`config.mk`:
```
export PLATFORM = sky130hd
export DESIGN_NAME = radio_test_status_regs
export DESIGN_NICKNAME = d
export VERILOG_FILES = /design/src/shared/radio_test_status_pkg.sv /design/src/logic/link_quality_tracker.sv /design/src/logic/radio_test_status_regs.sv
export VERILOG_INCLUDE_DIRS = /design/src /design/src/shared
export SDC_FILE = /design/constraint.sdc
export NUM_CORES = 1
export LEC_CHECK = 0
export BUFFER_PORTS_ARGS = -buffer_cell sky130_fd_sc_hd__buf_2
export CAP_MARGIN = 25
export CORE_UTILIZATION = 52
export DETAILED_ROUTE_END_ITERATION = 8
export HOLD_SLACK_MARGIN = 0.15
export PLACE_DENSITY = 0.79
export SKIP_LAST_GASP = 1
export SYNTH_ARGS = -nofsm -noshare
export SYNTH_HDL_FRONTEND = slang
export SYNTH_SLANG_ARGS = --single-unit
export TNS_END_PERCENT = 20
```
`constraint.sdc`:
```
create_clock -name clk_in -period 3.3 [get_ports clk_in]
set_input_delay 0.165 -clock clk_in [delete_from_list [all_inputs] [get_ports clk_in]]
set_output_delay 0.165 -clock clk_in [all_outputs]
set_load 0.05 [all_outputs]
```
`src/shared/radio_test_status_consts.svh`:
```
/*
 Register addresses, reset values, key values and field positions of the
 transceiver test-setting and status register bank.
 Assumes inclusion by bare name from the package and the logic files.
*/
`ifndef RADIO_TEST_STATUS_CONSTS_SVH
`define RADIO_TEST_STATUS_CONSTS_SVH

// Test-setting register addresses, consecutive from the first.
`define RTS_ADDR_SYNTH_TEST   6'h29
`define RTS_ADDR_PROD_TEST    6'h2a
`define RTS_ADDR_GAIN_TEST    6'h2b
`define RTS_ADDR_MISC_C       6'h2c
`define RTS_ADDR_MISC_B       6'h2d
`define RTS_ADDR_MISC_A       6'h2e
`define RTS_TEST_COUNT        6

// Status register addresses, reached only with the burst bit set.
`define RTS_ADDR_PART         6'h30
`define RTS_ADDR_VERSION      6'h31
`define RTS_ADDR_FREQ_EST     6'h32
`define RTS_ADDR_LINK_QUAL    6'h33
`define RTS_ADDR_SIG_STRENGTH 6'h34
`define RTS_ADDR_RADIO_STATE  6'h35

// Reset values of the test-setting registers.
`define RTS_RST_SYNTH_TEST    8'h59
`define RTS_RST_PROD_TEST     8'h7f
`define RTS_RST_GAIN_TEST     8'h3f
`define RTS_RST_MISC_C        8'h88
`define RTS_RST_MISC_B        8'h31
`define RTS_RST_MISC_A        8'h0b

// Production test value that exposes the temperature sensor in idle.
`define RTS_TEMP_SENSOR_KEY   8'hbf

// Radio state codes used by the bank itself.
`define RTS_CODE_SLEEP        5'h00
`define RTS_CODE_IDLE         5'h01
`define RTS_CODE_CRYSTAL_OFF         5'h02
`define RTS_CODE_MANUAL_CALIBRATION_LAST  5'h05
`define RTS_CODE_WAKEUP_LAST  5'h07
`define RTS_CODE_STARTCAL     5'h08
`define RTS_CODE_SETTLE_LAST  5'h0b
`define RTS_CODE_ENDCAL       5'h0c
`define RTS_CODE_RX           5'h0d
`define RTS_CODE_RX_RST       5'h0f

// Field positions.
`define RTS_CRC_OK_BIT        7
`define RTS_ZERO_BYTE         8'h00
`define RTS_ZERO_TOP3         3'h0

`endif

```
`src/shared/radio_test_status_pkg.sv`:
```
/*
 Types shared by the test-setting and status register bank.
 Assumes the constants header sits beside it on the include path.
*/
package radio_test_status_pkg;
   `include "radio_test_status_consts.svh"

   typedef logic [7:0] reg_byte_t;
   typedef logic [5:0] reg_addr_t;
   typedef logic [4:0] radio_code_t;

   // Coarse grouping of the radio state codes.
   typedef enum logic [3:0] {
      grp_sleep,
      grp_idle,
      grp_crystal_off,
      grp_manual_calibration,
      grp_synthesizer_wakeup,
      grp_calibrate,
      grp_settling,
      grp_receive,
      grp_other
   } radio_group_e;
endpackage : radio_test_status_pkg

```
`src/logic/link_quality_tracker.sv`:
```
/*
 Holds the link quality status byte: checksum-match flag and quality value.
 Assumes one-cycle strobes from the packet logic on the same clock.
*/
`timescale 1ns/1ps
`include "radio_test_status_consts.svh"
module link_quality_tracker
   import radio_test_status_pkg::*;
(
   // Clock and reset.
   input  wire logic       clk_in,
   input  wire logic       rst_in,
   // Receive events.
   input  wire logic       rx_start_in,
   input  wire logic       crc_check_done_in,
   input  wire logic       crc_match_in,
   input  wire logic       link_quality_valid_in,
   input  wire logic [6:0] link_quality_value_in,
   // Status byte.
   output reg_byte_t       link_quality_status_out
);
   logic       crc_ok_r;
   logic       crc_ok_nxt;
   logic [6:0] quality_r;

   // A result landing in the same cycle as a receive restart wins, so it is never lost.
   assign crc_ok_nxt = crc_check_done_in ? crc_match_in :
                       rx_start_in       ? 1'b0 : crc_ok_r;

   // Flag and quality value.
   always_ff @(posedge clk_in)
   begin
      if (rst_in)
      begin
         crc_ok_r  <= 1'b0;
         quality_r <= 7'h00;
      end
      else
      begin
         crc_ok_r <= crc_ok_nxt;
         if (link_quality_valid_in)
            quality_r <= link_quality_value_in;
      end
   end

   assign link_quality_status_out = {crc_ok_r, quality_r};
endmodule : link_quality_tracker

```
`src/logic/radio_test_status_regs.sv`:
```
/*
 Test-setting and read-only status register bank of the transceiver,
 reached through the serial register port's decoded access strobes.
 Assumes the serial front end presents address, burst bit, one-cycle read
 and write strobes and write data on clk_in, and that the radio, modem and
 packet logic drive the status inputs on the same clock.
*/
`timescale 1ns/1ps
`include "radio_test_status_consts.svh"
module radio_test_status_regs
   import radio_test_status_pkg::*;
#(
   parameter reg_byte_t PART_ID    = 8'h5a,  // Arbitrary value.
   parameter reg_byte_t VERSION_ID = 8'h21   // Arbitrary value.
)
(
   // Clock and reset.
   input  wire logic       clk_in,
   input  wire logic       rst_in,
   // Register access from the serial front end.
   input  wire logic [5:0] access_addr_in,
   input  wire logic       access_burst_in,
   input  wire logic       access_write_in,
   input  wire logic       access_read_in,
   input  wire logic [7:0] access_wdata_in,
   output reg_byte_t       access_rdata_out,
   output logic            access_rvalid_out,
   // Status sources.
   input  wire logic [4:0] radio_state_code_in,
   input  wire logic [7:0] carrier_offset_value_in,
   input  wire logic       amplitude_keying_in,
   input  wire logic       crc_check_done_in,
   input  wire logic       crc_match_in,
   input  wire logic       link_quality_valid_in,
   input  wire logic [6:0] link_quality_value_in,
   input  wire logic [7:0] signal_strength_in,
   // Test settings toward the analog and modem blocks.
   output reg_byte_t       synth_test_setting_out,
   output reg_byte_t       production_test_setting_out,
   output reg_byte_t       gain_control_test_setting_out,
   output reg_byte_t       misc_test_setting_c_out,
   output reg_byte_t       misc_test_setting_b_out,
   output reg_byte_t       misc_test_setting_a_out,
   output logic            temp_sensor_idle_en_out
);
   // Groups a radio state code; used for the current and the previous code.
   function automatic radio_group_e group_of(input radio_code_t code);
      if (code == `RTS_CODE_SLEEP)
         group_of = grp_sleep;
      else if (code == `RTS_CODE_IDLE)
         group_of = grp_idle;
      else if (code == `RTS_CODE_CRYSTAL_OFF)
         group_of = grp_crystal_off;
      else if (code <= `RTS_CODE_MANUAL_CALIBRATION_LAST)
         group_of = grp_manual_calibration;
      else if (code <= `RTS_CODE_WAKEUP_LAST)
         group_of = grp_synthesizer_wakeup;
      else if (code == `RTS_CODE_STARTCAL || code == `RTS_CODE_ENDCAL)
         group_of = grp_calibrate;
      else if (code <= `RTS_CODE_SETTLE_LAST)
         group_of = grp_settling;
      else if (code <= `RTS_CODE_RX_RST)
         group_of = grp_receive;
      else
         group_of = grp_other;
   endfunction : group_of

   // Reset value of a test-setting register by its index.
   function automatic reg_byte_t test_reset(input int idx);
      case (idx)
         0:       test_reset = `RTS_RST_SYNTH_TEST;
         1:       test_reset = `RTS_RST_PROD_TEST;
         2:       test_reset = `RTS_RST_GAIN_TEST;
         3:       test_reset = `RTS_RST_MISC_C;
         4:       test_reset = `RTS_RST_MISC_B;
         default: test_reset = `RTS_RST_MISC_A;
      endcase
   endfunction : test_reset

   reg_byte_t   test_r [`RTS_TEST_COUNT];
   reg_byte_t   freq_est_r;
   reg_byte_t   sig_strength_r;
   radio_code_t radio_state_r;
   radio_code_t prev_state_r;
   reg_byte_t   rdata_r;
   reg_byte_t   rdata_nxt;
   logic        rvalid_r;
   logic        temp_en_r;
   reg_byte_t   link_quality_status;
   reg_addr_t   test_offset;
   logic        test_hit;
   logic        status_hit;
   logic        rx_start;
   logic        temp_en_nxt;

   // Test registers sit at consecutive addresses; the offset doubles as index.
   assign test_offset = access_addr_in - `RTS_ADDR_SYNTH_TEST;
   assign test_hit    = (access_addr_in >= `RTS_ADDR_SYNTH_TEST) &&
                        (access_addr_in <= `RTS_ADDR_MISC_A);
   // Without the burst bit these addresses are command strobes owned elsewhere.
   assign status_hit  = access_burst_in && (access_addr_in >= `RTS_ADDR_PART);

   // One flop bank per test register; only the test window is writable.
   generate
      for (genvar gi = 0; gi < `RTS_TEST_COUNT; gi++)
      begin : g_test
         always_ff @(posedge clk_in)
         begin
            if (rst_in)
               test_r[gi] <= test_reset(gi);
            else if (access_write_in && test_hit && test_offset == reg_addr_t'(gi))
               test_r[gi] <= access_wdata_in;
         end
      end
   endgenerate

   assign synth_test_setting_out        = test_r[0];
   assign production_test_setting_out   = test_r[1];
   assign gain_control_test_setting_out = test_r[2];
   assign misc_test_setting_c_out       = test_r[3];
   assign misc_test_setting_b_out       = test_r[4];
   assign misc_test_setting_a_out       = test_r[5];

   // Receive is entered from outside the receive group, or restarted via its reset code.
   assign rx_start = ((radio_state_code_in == `RTS_CODE_RX) &&
                      (group_of(prev_state_r) != grp_receive)) ||
                     ((radio_state_code_in == `RTS_CODE_RX_RST) &&
                      (prev_state_r != `RTS_CODE_RX_RST));

   // Sensor route follows the key only while idle, so a forgotten restore cannot leak.
   assign temp_en_nxt = (test_r[1] == `RTS_TEMP_SENSOR_KEY) &&
                        (group_of(radio_state_code_in) == grp_idle);

   // Status snapshots; the access port reaches only temp_en_r, through the production test register.
   always_ff @(posedge clk_in)
   begin
      if (rst_in)
      begin
         freq_est_r     <= `RTS_ZERO_BYTE;
         sig_strength_r <= `RTS_ZERO_BYTE;
         radio_state_r  <= `RTS_CODE_SLEEP;
         prev_state_r   <= `RTS_CODE_SLEEP;
         temp_en_r      <= 1'b0;
      end
      else
      begin
         freq_est_r     <= amplitude_keying_in ? `RTS_ZERO_BYTE
                                               : carrier_offset_value_in;
         sig_strength_r <= signal_strength_in;
         radio_state_r  <= radio_state_code_in;
         prev_state_r   <= radio_state_code_in;
         temp_en_r      <= temp_en_nxt;
      end
   end

   assign temp_sensor_idle_en_out = temp_en_r;

   link_quality_tracker i_link_quality_tracker (
      .clk_in                  (clk_in),
      .rst_in                  (rst_in),
      .rx_start_in             (rx_start),
      .crc_check_done_in       (crc_check_done_in),
      .crc_match_in            (crc_match_in),
      .link_quality_valid_in   (link_quality_valid_in),
      .link_quality_value_in   (link_quality_value_in),
      .link_quality_status_out (link_quality_status)
   );

   // Read selection; unmapped addresses return zero.
   assign rdata_nxt =
      test_hit ? test_r[test_offset[2:0]] :
      !status_hit ? `RTS_ZERO_BYTE :
      (access_addr_in == `RTS_ADDR_PART)         ? PART_ID :
      (access_addr_in == `RTS_ADDR_VERSION)      ? VERSION_ID :
      (access_addr_in == `RTS_ADDR_FREQ_EST)     ? freq_est_r :
      (access_addr_in == `RTS_ADDR_LINK_QUAL)    ? link_quality_status :
      (access_addr_in == `RTS_ADDR_SIG_STRENGTH) ? sig_strength_r :
      (access_addr_in == `RTS_ADDR_RADIO_STATE)  ?
         {`RTS_ZERO_TOP3, radio_state_r} : `RTS_ZERO_BYTE;

   // Read data is held until the next read so the serial shifter can take it late.
   always_ff @(posedge clk_in)
   begin
      if (rst_in)
      begin
         rdata_r  <= `RTS_ZERO_BYTE;
         rvalid_r <= 1'b0;
      end
      else
      begin
         rvalid_r <= access_read_in;
         if (access_read_in)
            rdata_r <= rdata_nxt;
      end
   end

   assign access_rdata_out  = rdata_r;
   assign access_rvalid_out = rvalid_r;
endmodule : radio_test_status_regs

```
=== Word level (Yosys, flattened, before mapping) ===
Memory sizes are Yosys's and may differ from the RTL's.
Cells that the tools add are included.
W data, S select, Z words.

* Add/subtract/negate cells: 1
* Order comparisons: 11
* Equality and inequality tests: 25
* Muxes and demuxes: 52
* Bitwise gates (word level): 6
* Reduce and logical (&&, ||, !) cells: 20

{| class="wikitable"
|+ Operator list
! cell !! number
|-
| $mux W8 || 13
|-
| $mux W4 || 16
|-
| $eq A6 B6 Y1 const B || 6
|-
| $eq A5 B4 Y1 const B || 6
|-
| $mux W1 || 22
|-
| $le A5 B3 Y1 const B || 4
|-
| $le A5 B4 Y1 const B || 4
|-
| $eq A6 B2 Y1 const B || 2
|-
| $eq A6 B3 Y1 const B || 2
|-
| $ge A6 B6 Y1 const B || 2
|-
| $logic_and A1 B1 Y1 || 12
|-
| $eq A5 B1 Y1 const B || 2
|-
| $eq A5 B2 Y1 const B || 2
|-
| $logic_not A5 Y1 || 2
|-
| $eq A8 B8 Y1 const B || 1
|-
| $eq A6 B1 Y1 const B || 1
|-
| $le A6 B6 Y1 const B || 1
|-
| $logic_not A6 Y1 || 1
|-
| $or A1 B1 Y1 || 6
|-
| $sub A6 B6 Y6 const B || 1
|-
| $mux W5 || 1
|-
| $ne A5 B4 Y1 const B || 1
|-
| $eq A4 B1 Y1 const B || 1
|-
| $ne A4 B3 Y1 const B || 1
|-
| other kinds (3) || 5
|}

* Register bits: 39
* Memory bits (writable): 48
* Word-level logic and storage cells: 124
* Memories: 1

{| class="wikitable"
|+ Memories
! memory !! depth !! bits a word !! read ports !! clocked after Yosys merged registers in !! wr ports !! line !! text
|-
| test_r || 6 || 8 || 7 || 0 || 6 || radio_test_status_regs.sv:80 || <nowiki>reg_byte_t test_r [`RTS_TEST_COUNT];</nowiki>
|}

=== Logic depth before layout (Yosys ltp) ===
Gate-level depths: netlist of run 1.

* Depth after elaboration: 14
* Mapped depth: 10
* Gate-level depth less buffers: 7

=== Cells and area by module ===
A second synthesis of run 1 with hierarchy kept.

* Cell total of the unflattened synthesis: 357
* Area, all modules: 4135.2 um^2

{| class="wikitable"
|+ Modules (own cells, without submodules)
! module !! instances !! cells an instance !! area an instance (um^2)
|-
| radio_test_status_regs || 1 || 329 || 3841.2
|-
| link_quality_tracker || 1 || 28 || 294.0
|}

=== Worst setup path before layout of run 1 ===
OpenSTA, ideal clock, no wires.

* Path type: input -> register
* Start point: in access_addr_in[0]
* End point: mem test_r[4][0] in the netlist's numbering, enable pin
* Library setup time: 334 ps
* Data arrival time: 2167 ps
* Path slack: 798 ps
* Stages: 9
* Path buffers: 2
* Cells stage by stage: buf_2 -> buf_2 -> inv_1 -> ha_1 -> or3b_1 -> nand4_1 -> a211oi_2 -> nand2_2 -> nand2b_1

{| class="wikitable"
|+ RTL lines
! element !! line !! text
|-
| from (decl) || radio_test_status_regs.sv:21 || <nowiki>input wire logic [5:0] access_addr_in,</nowiki>
|-
| to (decl) || radio_test_status_regs.sv:80 ||
|}

==> results of run 1 <==
==> routing by layer <==
metal / track usage / vias up / share of wire / wire length, um
met2: 0.505 / 223 / 0.48 / 5450
met3: 0.0572 / 35 / 0.098 / 1120
met5: 0 / - / 0 / 0
li1: - / 1569 / - / -
met1: 0.376 / 1583 / 0.39 / 4410
met4: 0.137 / 0 / 0.036 / 409
==> cells in the mapped netlist, types with 4 or more instances <==
cell type	instances
mux2i_1	14
nand2_1	26
a22oi_1	4
inv_1	5
clkbuf_1	12
nand2b_1	11
and4b_1	4
a21oi_1	10
a311oi_1	5
o21ai_0	11
nand3_1	12
or3_1	10
ha_1	5
and2_1	13
mux4_2	8
nor2b_1	17
buf_2	4
edfxtp_1	48
nor2_1	43
dfxtp_1	39
==> area by class of cell <==
class,count,share of cell area
Multi-Input combinational cell,242,0.321
Inverter,5,0.00365
Clock buffer,9,0.0241
Timing Repair Buffer,147,0.179
Tap cell,99,0.0241
Clock inverter,7,0.0158
Sequential cell,87,0.432
==> cells by family after synthesis <==
family	after synthesis	share of synthesized area
compound gates	51	0.0898
xor+xnor	2	0.00441
fa+ha+maj	6	0.0183
buf+inv	23	0.0243
flops	87	0.560
mux	22	0.0807
simple gates	161	0.223
==> flip-flops by register name (all words and copies together) (netlist names) <==
name / flops
i_link_quality_tracker.crc_ok_r: 1
i_link_quality_tracker.quality_r: 7
access_rvalid_out: 1
prev_state_r: 5
test_r: 48
access_rdata_out: 8
freq_est_r: 8
sig_strength_r: 8
temp_sensor_idle_en_out: 1
==> through the flow <==
stage | utilization | setup slack [ns] | area, um^2 | instances
after floorplan | - | 0.798 | 3970 | 352
after global placement | 0.626 | 0.906 | 4590 | 545
after detailed placement | 0.626 | 0.766 | 4590 | 545
after CTS | 0.701 | 1.15 | 5140 | 596
after global routing | 0.701 | 0.877 | 5140 | 596
final | 0.701 | 1.10 | 5140 | 596
==> worst min-delay path, stage by stage <==
cell and delay, ns:
buf_2 0.08, nor2_1 0.07, and2_1 0.16
==> where the power goes <==
| part | switching, mW | internal [mW] | leakage, nW |
|---|---|---|---|
| sequential | 0.0391 | 1.20 | 0.793 |
| clock | 0.415 | 0.360 | 0.106 |
| combinational | 0.280 | 0.138 | 1.16 |
==> final timing paths <==
path | start | end
worst max-delay path | access_addr_in[0] | test_r[4][0]
worst min-delay path | amplitude_keying_in | freq_est_r[7]
worst max register to register | prev_state_r[1] | i_link_quality_tracker.crc_ok_r
worst min register to register | access_rdata_out[3] | access_rdata_out[3]
==> what timing repair did <==
item / in CTS / in global routing
hold endpoints to repair: 38 / 0
setup buffers: 0 / 0
hold buffers: 35 / 0
==> results.py, run 1 <==
metrics = {
    "status": {
        "status": "finished clean",
    },
    "yosys": {
        "netlist.area_leader.share": 0.363,
        "synth_area_leaders": "edfxtp_1 (36%), dfxtp_1 (20%), mux4_2 (4.5%)",
        "synth_edf_count": 48,
        "syn_inst": 352,
        "netlist_area_um2": 3970,
        "synth_cell_types": 55,
        "synth_area_per_cell_um2": 11.3,
        "async_flop_share": 0,
        "synth_flop_cell": "edfxtp_1",
        "syn_nets": 408,
        "yosysSeqAreaShare": 0.560,
        "yosysWarnings": 0,
        "synth_seq_cells": 87,
        "synth_top_area_cell": "edfxtp_1",
    },
    "floorplan": {
        "start_util": 0.541,
        "dieHeight_um": 89.4,
        "num_rows": 31,
        "dieArea_um2": 7990,
        "io_pins": 109,
        "chipWidth_um": 89.4,
        "coreArea_um2": 7330,
    },
    "clock_tree": {
        "clk_pin_slew_worst_paths_ns": 0.09,
        "ctsResizeCount": 0,
        "clock_sinks": 87,
        "clkLatencyLatePin_ns": 0.36,
        "clockBufferDepth": 2,
        "cts_root_buffer": "clkbuf_8",
        "tritoncts": "yes",
        "cts_made_buffers": 9,
        "htreeDepth": 3,
    },
    "timing": {
        "setup-tns-final_ns": 0,
        "drv_slew": 0,
        "fmax_ghz": 0.454,
        "finalHoldViolCount": 0,
        "finalCritPeriodShare": 0.667,
        "worst_pin_slew_ns": 1.02,
        "slew_headroom": 0.320,
        "hold_ws_ns": 0.164,
        "skew_ns": 0.0105,
        "rsz0062_at_grt": "no",
        "post-route-min-period_ns": 2.20,
        "finalSetupViolations": 0,
    },
    "routing": {
        "via_per_inst": 5.72,
        "drt_pass1_iterations": 5,
        "drc": 0,
        "drt_iter0_markers": 219,
        "num_vias": 3410,
        "routedWlPerCell_um": 19.1,
        "ant_nets": 0,
        "routed_wl_um": 11400,
    },
    "global_routing": {
        "grt_pass1_vias": 3253,
        "grt_pass1_wl_um": 17000,
        "grt_antenna_before_repair": 0,
        "grt_usage": 0.300,
        "overflow": 0,
        "grt_max_degree": 61,
    },
    "hold_path": {
        "hold_depth": 3,
        "hold_class": "input pin to flop",
    },
    "finish": {
        "multi_input_area_um2": 1650,
        "final_cell_mix": "buf_2 (108), edfxtp_1 (48), nor2_1 (43)",
        "drive_gt1_frac": 0.296,
        "final_common_cell": "buf_2",
        "ff_latch_area_um2": 2220,
        "nets": 548,
        "diodes": 0,
        "syn_to_final_growth_pct": 29.5,
        "nFillCells": 530,
    },
    "critical_path": {
        "cp.depth": 8,
        "crit_required_ns": 3.33,
        "slowest_stage": "a211oi_2",
        "ff2ff_path_depth": 5,
        "r2r_slack_ns": 1.37,
        "path_cells": "buf_2 > inv_1 > ha_1 > or3b_1 > nand4_1 > a211oi_2 > nand2_2 > nand2b_1",
        "cp.buffers_inverters": 2,
        "worst-endpoint-arrival_ns": 2.24,
        "critical_path_class": "input pin to flop",
        "critPathLaunchType": "input pin",
        "path_delay_family": "simple AND/OR/NAND/NOR gates",
        "slowest_delay_ns": 0.51,
        "crit_fanout": 11,
        "endpoint_kind": "flop",
    },
    "place": {
        "portBuffers": 108,
        "hpwl_um": 7830,
        "gp_congestion": 0.938,
    },
    "power": {
        "p_leak_nw": 2.06,
        "powerDensity_nw_per_um2": 473,
        "totalPowerFinal_mw": 2.43,
        "ir_worst_vdd_v": 0.000277,
    },
    "run": {
        "drv_cap": 0,
    },
}
Power figures use the tool's default switching activity.
==> inputs of run 2 (changes only) <==
- clock period: 3.3 -> 2.18 ns (I/O delays scaled with it)
==> results.py, run 2 (synthesized netlist as in run 1, its figures left out) <==
metrics = {
    "critical_path": {
        "crit_fanout": 2,
        "critical_path_class": "input pin to flop",
        "critPathLaunchType": "input pin",
        "cp.buffers_inverters": 4,
        "path_delay_family": "buffers and inverters",
        "path_cells": "dlygate4sd3_1 > buf_2 > inv_1 > maj3_1 > a41oi_1 > or3b_2 > a21oi_2 > dlygate4sd3_1",
        "slowest_stage": "dlygate4sd3_1",
        "worst-endpoint-arrival_ns": 2.43,
        "crit_required_ns": 2.49,
        "r2r-start": "prev_state_r[0]",
        "cp-startpoint": "radio_state_code_in[1]",
        "crit_top_cell": "dlygate4sd3_1",
        "endpoint_kind": "flop",
        "slowest_delay_ns": 0.56,
    },
    "global_routing": {
        "grt_pass1_vias": 3371,
        "grt_usage": 0.310,
        "grt_pass1_wl_um": 17600,
        "grt_antenna_before_repair": 0,
        "overflow": 0,
        "grt_max_degree": 40,
    },
    "floorplan": {
        "start_util": 0.541,
        "num_rows": 31,
        "chipWidth_um": 89.4,
        "dieHeight_um": 89.4,
        "io_pins": 109,
        "dieArea_um2": 7990,
        "coreArea_um2": 7330,
    },
    "timing": {
        "skew_ns": 0.00470,
        "slew_headroom": 0.565,
        "setup_ws_ns": 0.0632,
        "post-route-min-period_ns": 2.12,
        "worst_pin_slew_ns": 0.652,
        "finalSetupViolations": 0,
        "finalHoldViolCount": 0,
        "drv_slew": 0,
        "fmax_ghz": 0.472,
        "finalCritPeriodShare": 0.971,
    },
    "clock_tree": {
        "cts_setup_buffers": 0,
        "cts_made_buffers": 9,
        "tritoncts": "yes",
        "htreeDepth": 3,
        "clock_sinks": 87,
        "clkLatencyLatePin_ns": 0.36,
        "cts_root_buffer": "clkbuf_8",
        "clockBufferDepth": 2,
        "clk_pin_slew_worst_paths_ns": 0.09,
    },
    "finish": {
        "final_cell_mix": "buf_2 (108), dlygate4sd3_1 (48), edfxtp_1 (48)",
        "drive_gt1_frac": 0.310,
        "nFillCells": 486,
        "diodes": 0,
        "design_area_um2": 5420,
        "largest_reg_flops": 48,
        "final_common_cell": "buf_2",
        "nets": 571,
        "syn_to_final_growth_pct": 36.5,
        "regMostFlops": "test_r",
        "layoutNonFillerInstCount": 619,
    },
    "routing": {
        "via_per_inst": 5.67,
        "drt_iter0_markers": 291,
        "ant_nets": 0,
        "num_vias": 3508,
        "drc": 0,
        "drt_pass1_iterations": 7,
        "routedWlPerCell_um": 19.1,
        "routed_wl_um": 11800,
    },
    "place": {
        "portBuffers": 108,
        "place_area_um2": 4690,
        "dp_slack_ns": -0.0648,
        "dp.cells": 555,
        "gp_congestion": 0.924,
        "hpwl_um": 8040,
    },
    "status": {
        "status": "finished clean",
    },
    "power": {
        "totalPowerFinal_mw": 3.91,
        "ir_worst_vdd_v": 0.000465,
        "powerDensity_nw_per_um2": 722,
        "p_leak_nw": 2.19,
    },
    "hold_path": {
        "worstHoldStart": "link_quality_valid_in",
        "hold_class": "input pin to flop",
    },
    "run": {
        "drv_cap": 0,
    },
}
-- run 2: changes by cell type in the layout (fill, tap and decap cells not counted), moves of 2 or more --
cell / previous run / this run
buf_4: 4 / 13
nand2b_2: 0 / 3
bufinv_16: 1 / 3
nand2b_1: 11 / 8
clkinv_4: 3 / 0
dlygate4sd3_1: 35 / 48
-- run 2: what timing repair did --
item                                    in CTS  in global routing
endpoints found under the setup margin       0                  1
gates resized for setup                      0                  1
endpoints found under the hold margin       60                  0
hold buffers                                48                  0
-- run 2: area by class of cell --
class	count	area, um^2	share of cell area
Clock buffer	9	124	0.0229
Clock inverter	7	119	0.0219
Inverter	5	18.8	0.00346
Multi-Input combinational cell	242	1670	0.309
Sequential cell	87	2220	0.410
Tap cell	99	124	0.0229
Timing Repair Buffer	170	1140	0.210
-- run 2: power by group --
| part | internal (mW) | switching, mW |
|---|---|---|
| logic | 0.235 | 0.438 |
| clock network | 0.766 | 0.607 |
| registers | 1.81 | 0.0549 |
-- run 2: worst min-delay path: cells and delay by family --
family	cells	cell delay, ns
buffers and inverters	1	0.17
muxes	1	0.14
and+or+nand+nor	1	0.08
-- run 2: path summary, 6_finish.rpt --
kind                                         end  slack [ns]  cells past startpoint
max reg2reg      i_link_quality_tracker.crc_ok_r        0.21                      5
min          i_link_quality_tracker.quality_r[3]        0.17                      3
max              i_link_quality_tracker.crc_ok_r        0.06                      8
min reg2reg                  access_rdata_out[1]        0.48                      2
-- run 2: per-layer routing --
metal | share of wire | vias to the layer above | wire (um) | GRT usage
li1 | - | 1613 | - | -
met1 | 0.40 | 1656 | 4780 | 0.400
met2 | 0.48 | 205 | 5680 | 0.505
met3 | 0.080 | 34 | 940 | 0.0693
met4 | 0.035 | 0 | 415 | 0.134
met5 | 0 | - | 0 | 0
-- run 2: metrics by stage --
stage / util / hold WS [ns] / TNS [ns]
after floorplan: - / 0.192 / 0
after global placement: 0.640 / 0.314 / 0
after detailed placement: 0.640 / 0.312 / -0.531
after CTS: 0.739 / 0.155 / 0
after global routing: 0.739 / 0.174 / -0.0281
final: 0.739 / 0.171 / 0
==> inputs of run 3 (changes only) <==
--- a/config.mk
+++ b/config.mk
@@ -8,8 +8,9 @@
 export LEC_CHECK = 0
+export ABC_AREA = 1
 export BUFFER_PORTS_ARGS = -buffer_cell sky130_fd_sc_hd__buf_2
 export CAP_MARGIN = 25
-export CORE_UTILIZATION = 52
+export CORE_UTILIZATION = 53
 export DETAILED_ROUTE_END_ITERATION = 8
 export HOLD_SLACK_MARGIN = 0.15
-export PLACE_DENSITY = 0.79
+export PLACE_DENSITY = 0.8
 export SKIP_LAST_GASP = 1
==> constraint.sdc (replaced) <==
create_clock -name clk_in -period 2.18 [get_ports clk_in]
set_input_delay 0.327 -clock clk_in [delete_from_list [all_inputs] [get_ports clk_in]]
set_output_delay 0.327 -clock clk_in [all_outputs]
set_load 0.05 [all_outputs]
==> results.py, run 3 <==
metrics = {
    "yosys": {
        "synth_cell_types": 32,
        "synth_common_cells": "nor2_1 (86), nand2_1 (57), inv_1 (55), o21ai_0 (49), edfxtp_1 (48)",
        "netlist.area_leader.share": 0.345,
        "synth_edf_count": 48,
        "synth_area_per_cell_um2": 8.56,
        "synth_top_area_cell": "edfxtp_1",
        "syn_inst": 488,
        "synth_seq_cells": 87,
        "async_flop_share": 0,
        "synth_flop_cell": "edfxtp_1",
        "yosysWarnings": 0,
        "syn_nets": 544,
        "netlist_area_um2": 4180,
        "synth_most_common_cell": "nor2_1",
        "yosysSeqAreaShare": 0.532,
        "synth_area_leaders": "edfxtp_1 (34%), dfxtp_1 (19%), nor2_1 (7.7%)",
    },
    "power": {
        "p_sw_frac": 0.304,
        "power_frac_seq": 0.514,
        "p_leak_nw": 2.33,
        "combPwrFrac": 0.190,
        "power_switching_mw": 1.10,
        "powerDensity_nw_per_um2": 688,
        "internal-power_mw": 2.51,
        "clkPwrFrac": 0.297,
        "ir_worst_vdd_v": 0.000437,
    },
    "global_routing": {
        "grt_pass1_vias": 3616,
        "grt_usage": 0.282,
        "grt_max_degree": 38,
        "use_met2": 0.432,
        "top_usage_layer": "met2",
        "gr-usage-met3": 0.0631,
        "grt_pass1_wl_um": 17800,
        "grt_antenna_before_repair": 0,
        "met1_usage": 0.393,
        "overflow": 0,
    },
    "clock_tree": {
        "clock_sinks": 87,
        "cts_root_buffer": "clkbuf_8",
        "ctsResizeCount": 0,
        "clockBufferDepth": 2,
        "tritoncts": "yes",
        "htreeDepth": 3,
        "cts_setup_buffers": 0,
        "cts-hold-fix-buffers": 0,
        "clk_pin_slew_worst_paths_ns": 0.08,
        "cts_made_buffers": 9,
        "clkLatencyLatePin_ns": 0.36,
    },
    "floorplan": {
        "io_pins": 109,
        "chipWidth_um": 90.8,
        "coreArea_um2": 7690,
        "num_rows": 32,
        "dieHeight_um": 90.8,
        "start_util": 0.544,
        "dieArea_um2": 8240,
    },
    "timing": {
        "setup-tns-final_ns": 0,
        "fmax_ghz": 0.530,
        "finalCritPeriodShare": 0.866,
        "post-route-min-period_ns": 1.89,
        "finalSetupViolations": 0,
        "hold_ws_ns": 0.170,
        "finalHoldViolCount": 0,
        "worst_pin_slew_ns": 0.366,
        "slew_headroom": 0.756,
        "rsz0062_at_grt": "no",
        "drv_slew": 0,
        "skew_ns": 0.0116,
    },
    "place": {
        "gp_congestion": 0.923,
        "portBuffers": 108,
        "hpwl_um": 8680,
        "place_area_um2": 5060,
    },
    "finish": {
        "ff_latch_area_um2": 2220,
        "final_cell_mix": "buf_2 (108), nor2_1 (86), nand2_1 (57)",
        "nets": 666,
        "drive_gt1_frac": 0.291,
        "diodes": 0,
        "regMostFlops": "test_r",
        "design_area_um2": 5250,
        "multi_input_area_um2": 1750,
        "syn_to_final_growth_pct": 25.5,
        "nFillCells": 664,
        "final_common_cell": "buf_2",
        "largest_reg_flops": 48,
    },
    "routing": {
        "via_per_inst": 5.45,
        "drc": 0,
        "drt_iter0_markers": 237,
        "routed_wl_um": 11400,
        "num_vias": 3909,
        "drt_pass1_iterations": 5,
        "ant_nets": 0,
        "routedWlPerCell_um": 15.8,
    },
    "critical_path": {
        "worst-endpoint-arrival_ns": 1.92,
        "critPathLaunchType": "input pin",
        "crit_fanout": 9,
        "cp-startpoint": "access_addr_in[0]",
        "reg2reg_to": "access_rdata_out[4]",
        "r2r-start": "test_r[1][4]",
        "critical_path_class": "input pin to flop",
        "r2r_slack_ns": 0.76,
        "crit_end": "test_r[0][1]",
        "endpoint_kind": "flop",
        "ff2ff_path_depth": 5,
        "crit_required_ns": 2.21,
    },
    "run": {
        "drv_cap": 0,
    },
    "hold_path": {
        "hold_class": "input pin to flop",
    },
    "status": {
        "status": "finished clean",
    },
}
## run 3: changes by cell type in the layout (fill, tap and decap cells not counted), moves of 10 or more
cell | previous run | this run
nor2b_1 | 17 | 0
dlygate4sd3_1 | 48 | 0
inv_1 | 5 | 56
nor2_1 | 43 | 86
nand3_1 | 12 | 43
mux2i_1 | 14 | 1
nand2_1 | 25 | 57
a21oi_1 | 9 | 31
or3_1 | 10 | 0
o21ai_0 | 11 | 45
and2_1 | 13 | 0
## run 3: cells by family after synthesis
logic type                 after synthesis  share of synthesized area
AOI/OAI and AO/OA                       92                      0.118
xor gates and xnor gates                 2                     0.0105
adders and majority gates                5                     0.0150
buffers and inverters                   75                     0.0686
DFF                                     87                      0.532
muxes                                    1                    0.00240
and+or+nand+nor                        226                      0.254
## run 3: how the worst min path moves through the flow
stage	startpoint	cells after the start	to	slack, ns
final	signal_strength_in[6]	3	sig_strength_r[6]	0.17
after global routing	carrier_offset_value_in[4]	3	freq_est_r[4]	0.17
after CTS	signal_strength_in[6]	3	sig_strength_r[6]	0.17
after detailed placement	i_link_quality_tracker.quality_r[3]	2	i_link_quality_tracker.quality_r[3]	0.46
after global placement	i_link_quality_tracker.quality_r[3]	2	i_link_quality_tracker.quality_r[3]	0.46
after floorplan	radio_state_code_in[0]	2	prev_state_r[0]	0.43
## run 3: area by class of cell
cell class / count / share of cell area
flip-flops and latches: 87 / 0.424
multi-input cells: 326 / 0.334
repair buffers: 126 / 0.138
inverters: 60 / 0.0439
clock buffers: 11 / 0.0310
well taps: 102 / 0.0243
clock inverters: 5 / 0.00525
## run 3: worst max-delay path, cell delays in order
cell and delay [ns]:
buf_2 0.12, inv_2 0.09, ha_2 0.25, nand2_1 0.07, nand2_1 0.09, xor2_2 0.23
nand4_4 0.34, o21ai_4 0.39
## run 3: routing by layer
layer	wire, um	up-vias
li1	-	1876
met2	5020	216
met1	5020	1784
met5	0	-
met3	1010	33
met4	311	0
## run 3: through the flow
stage           util  setup slack (ns)  cells  total power [mW]
2_1_floorplan      -          0.000914    488              2.33
3_3_place_gp   0.658           -0.0123    701              2.56
3_5_place_dp   0.658           -0.0710    701              2.57
4_1_cts        0.682             0.304    717              3.61
5_1_grt        0.682             0.168    717              3.74
6_report       0.682             0.293    717              3.61
## run 3: power groups by stage
stage / Sequential, mW / Combinational [mW] / Clock (mW)
floorplan: 2.08 / 0.252 / 0
global placement: 1.89 / 0.669 / 0
detailed placement: 1.89 / 0.677 / 0
CTS: 1.85 / 0.680 / 1.08
global route: 1.86 / 0.726 / 1.15
finish: 1.85 / 0.685 / 1.07
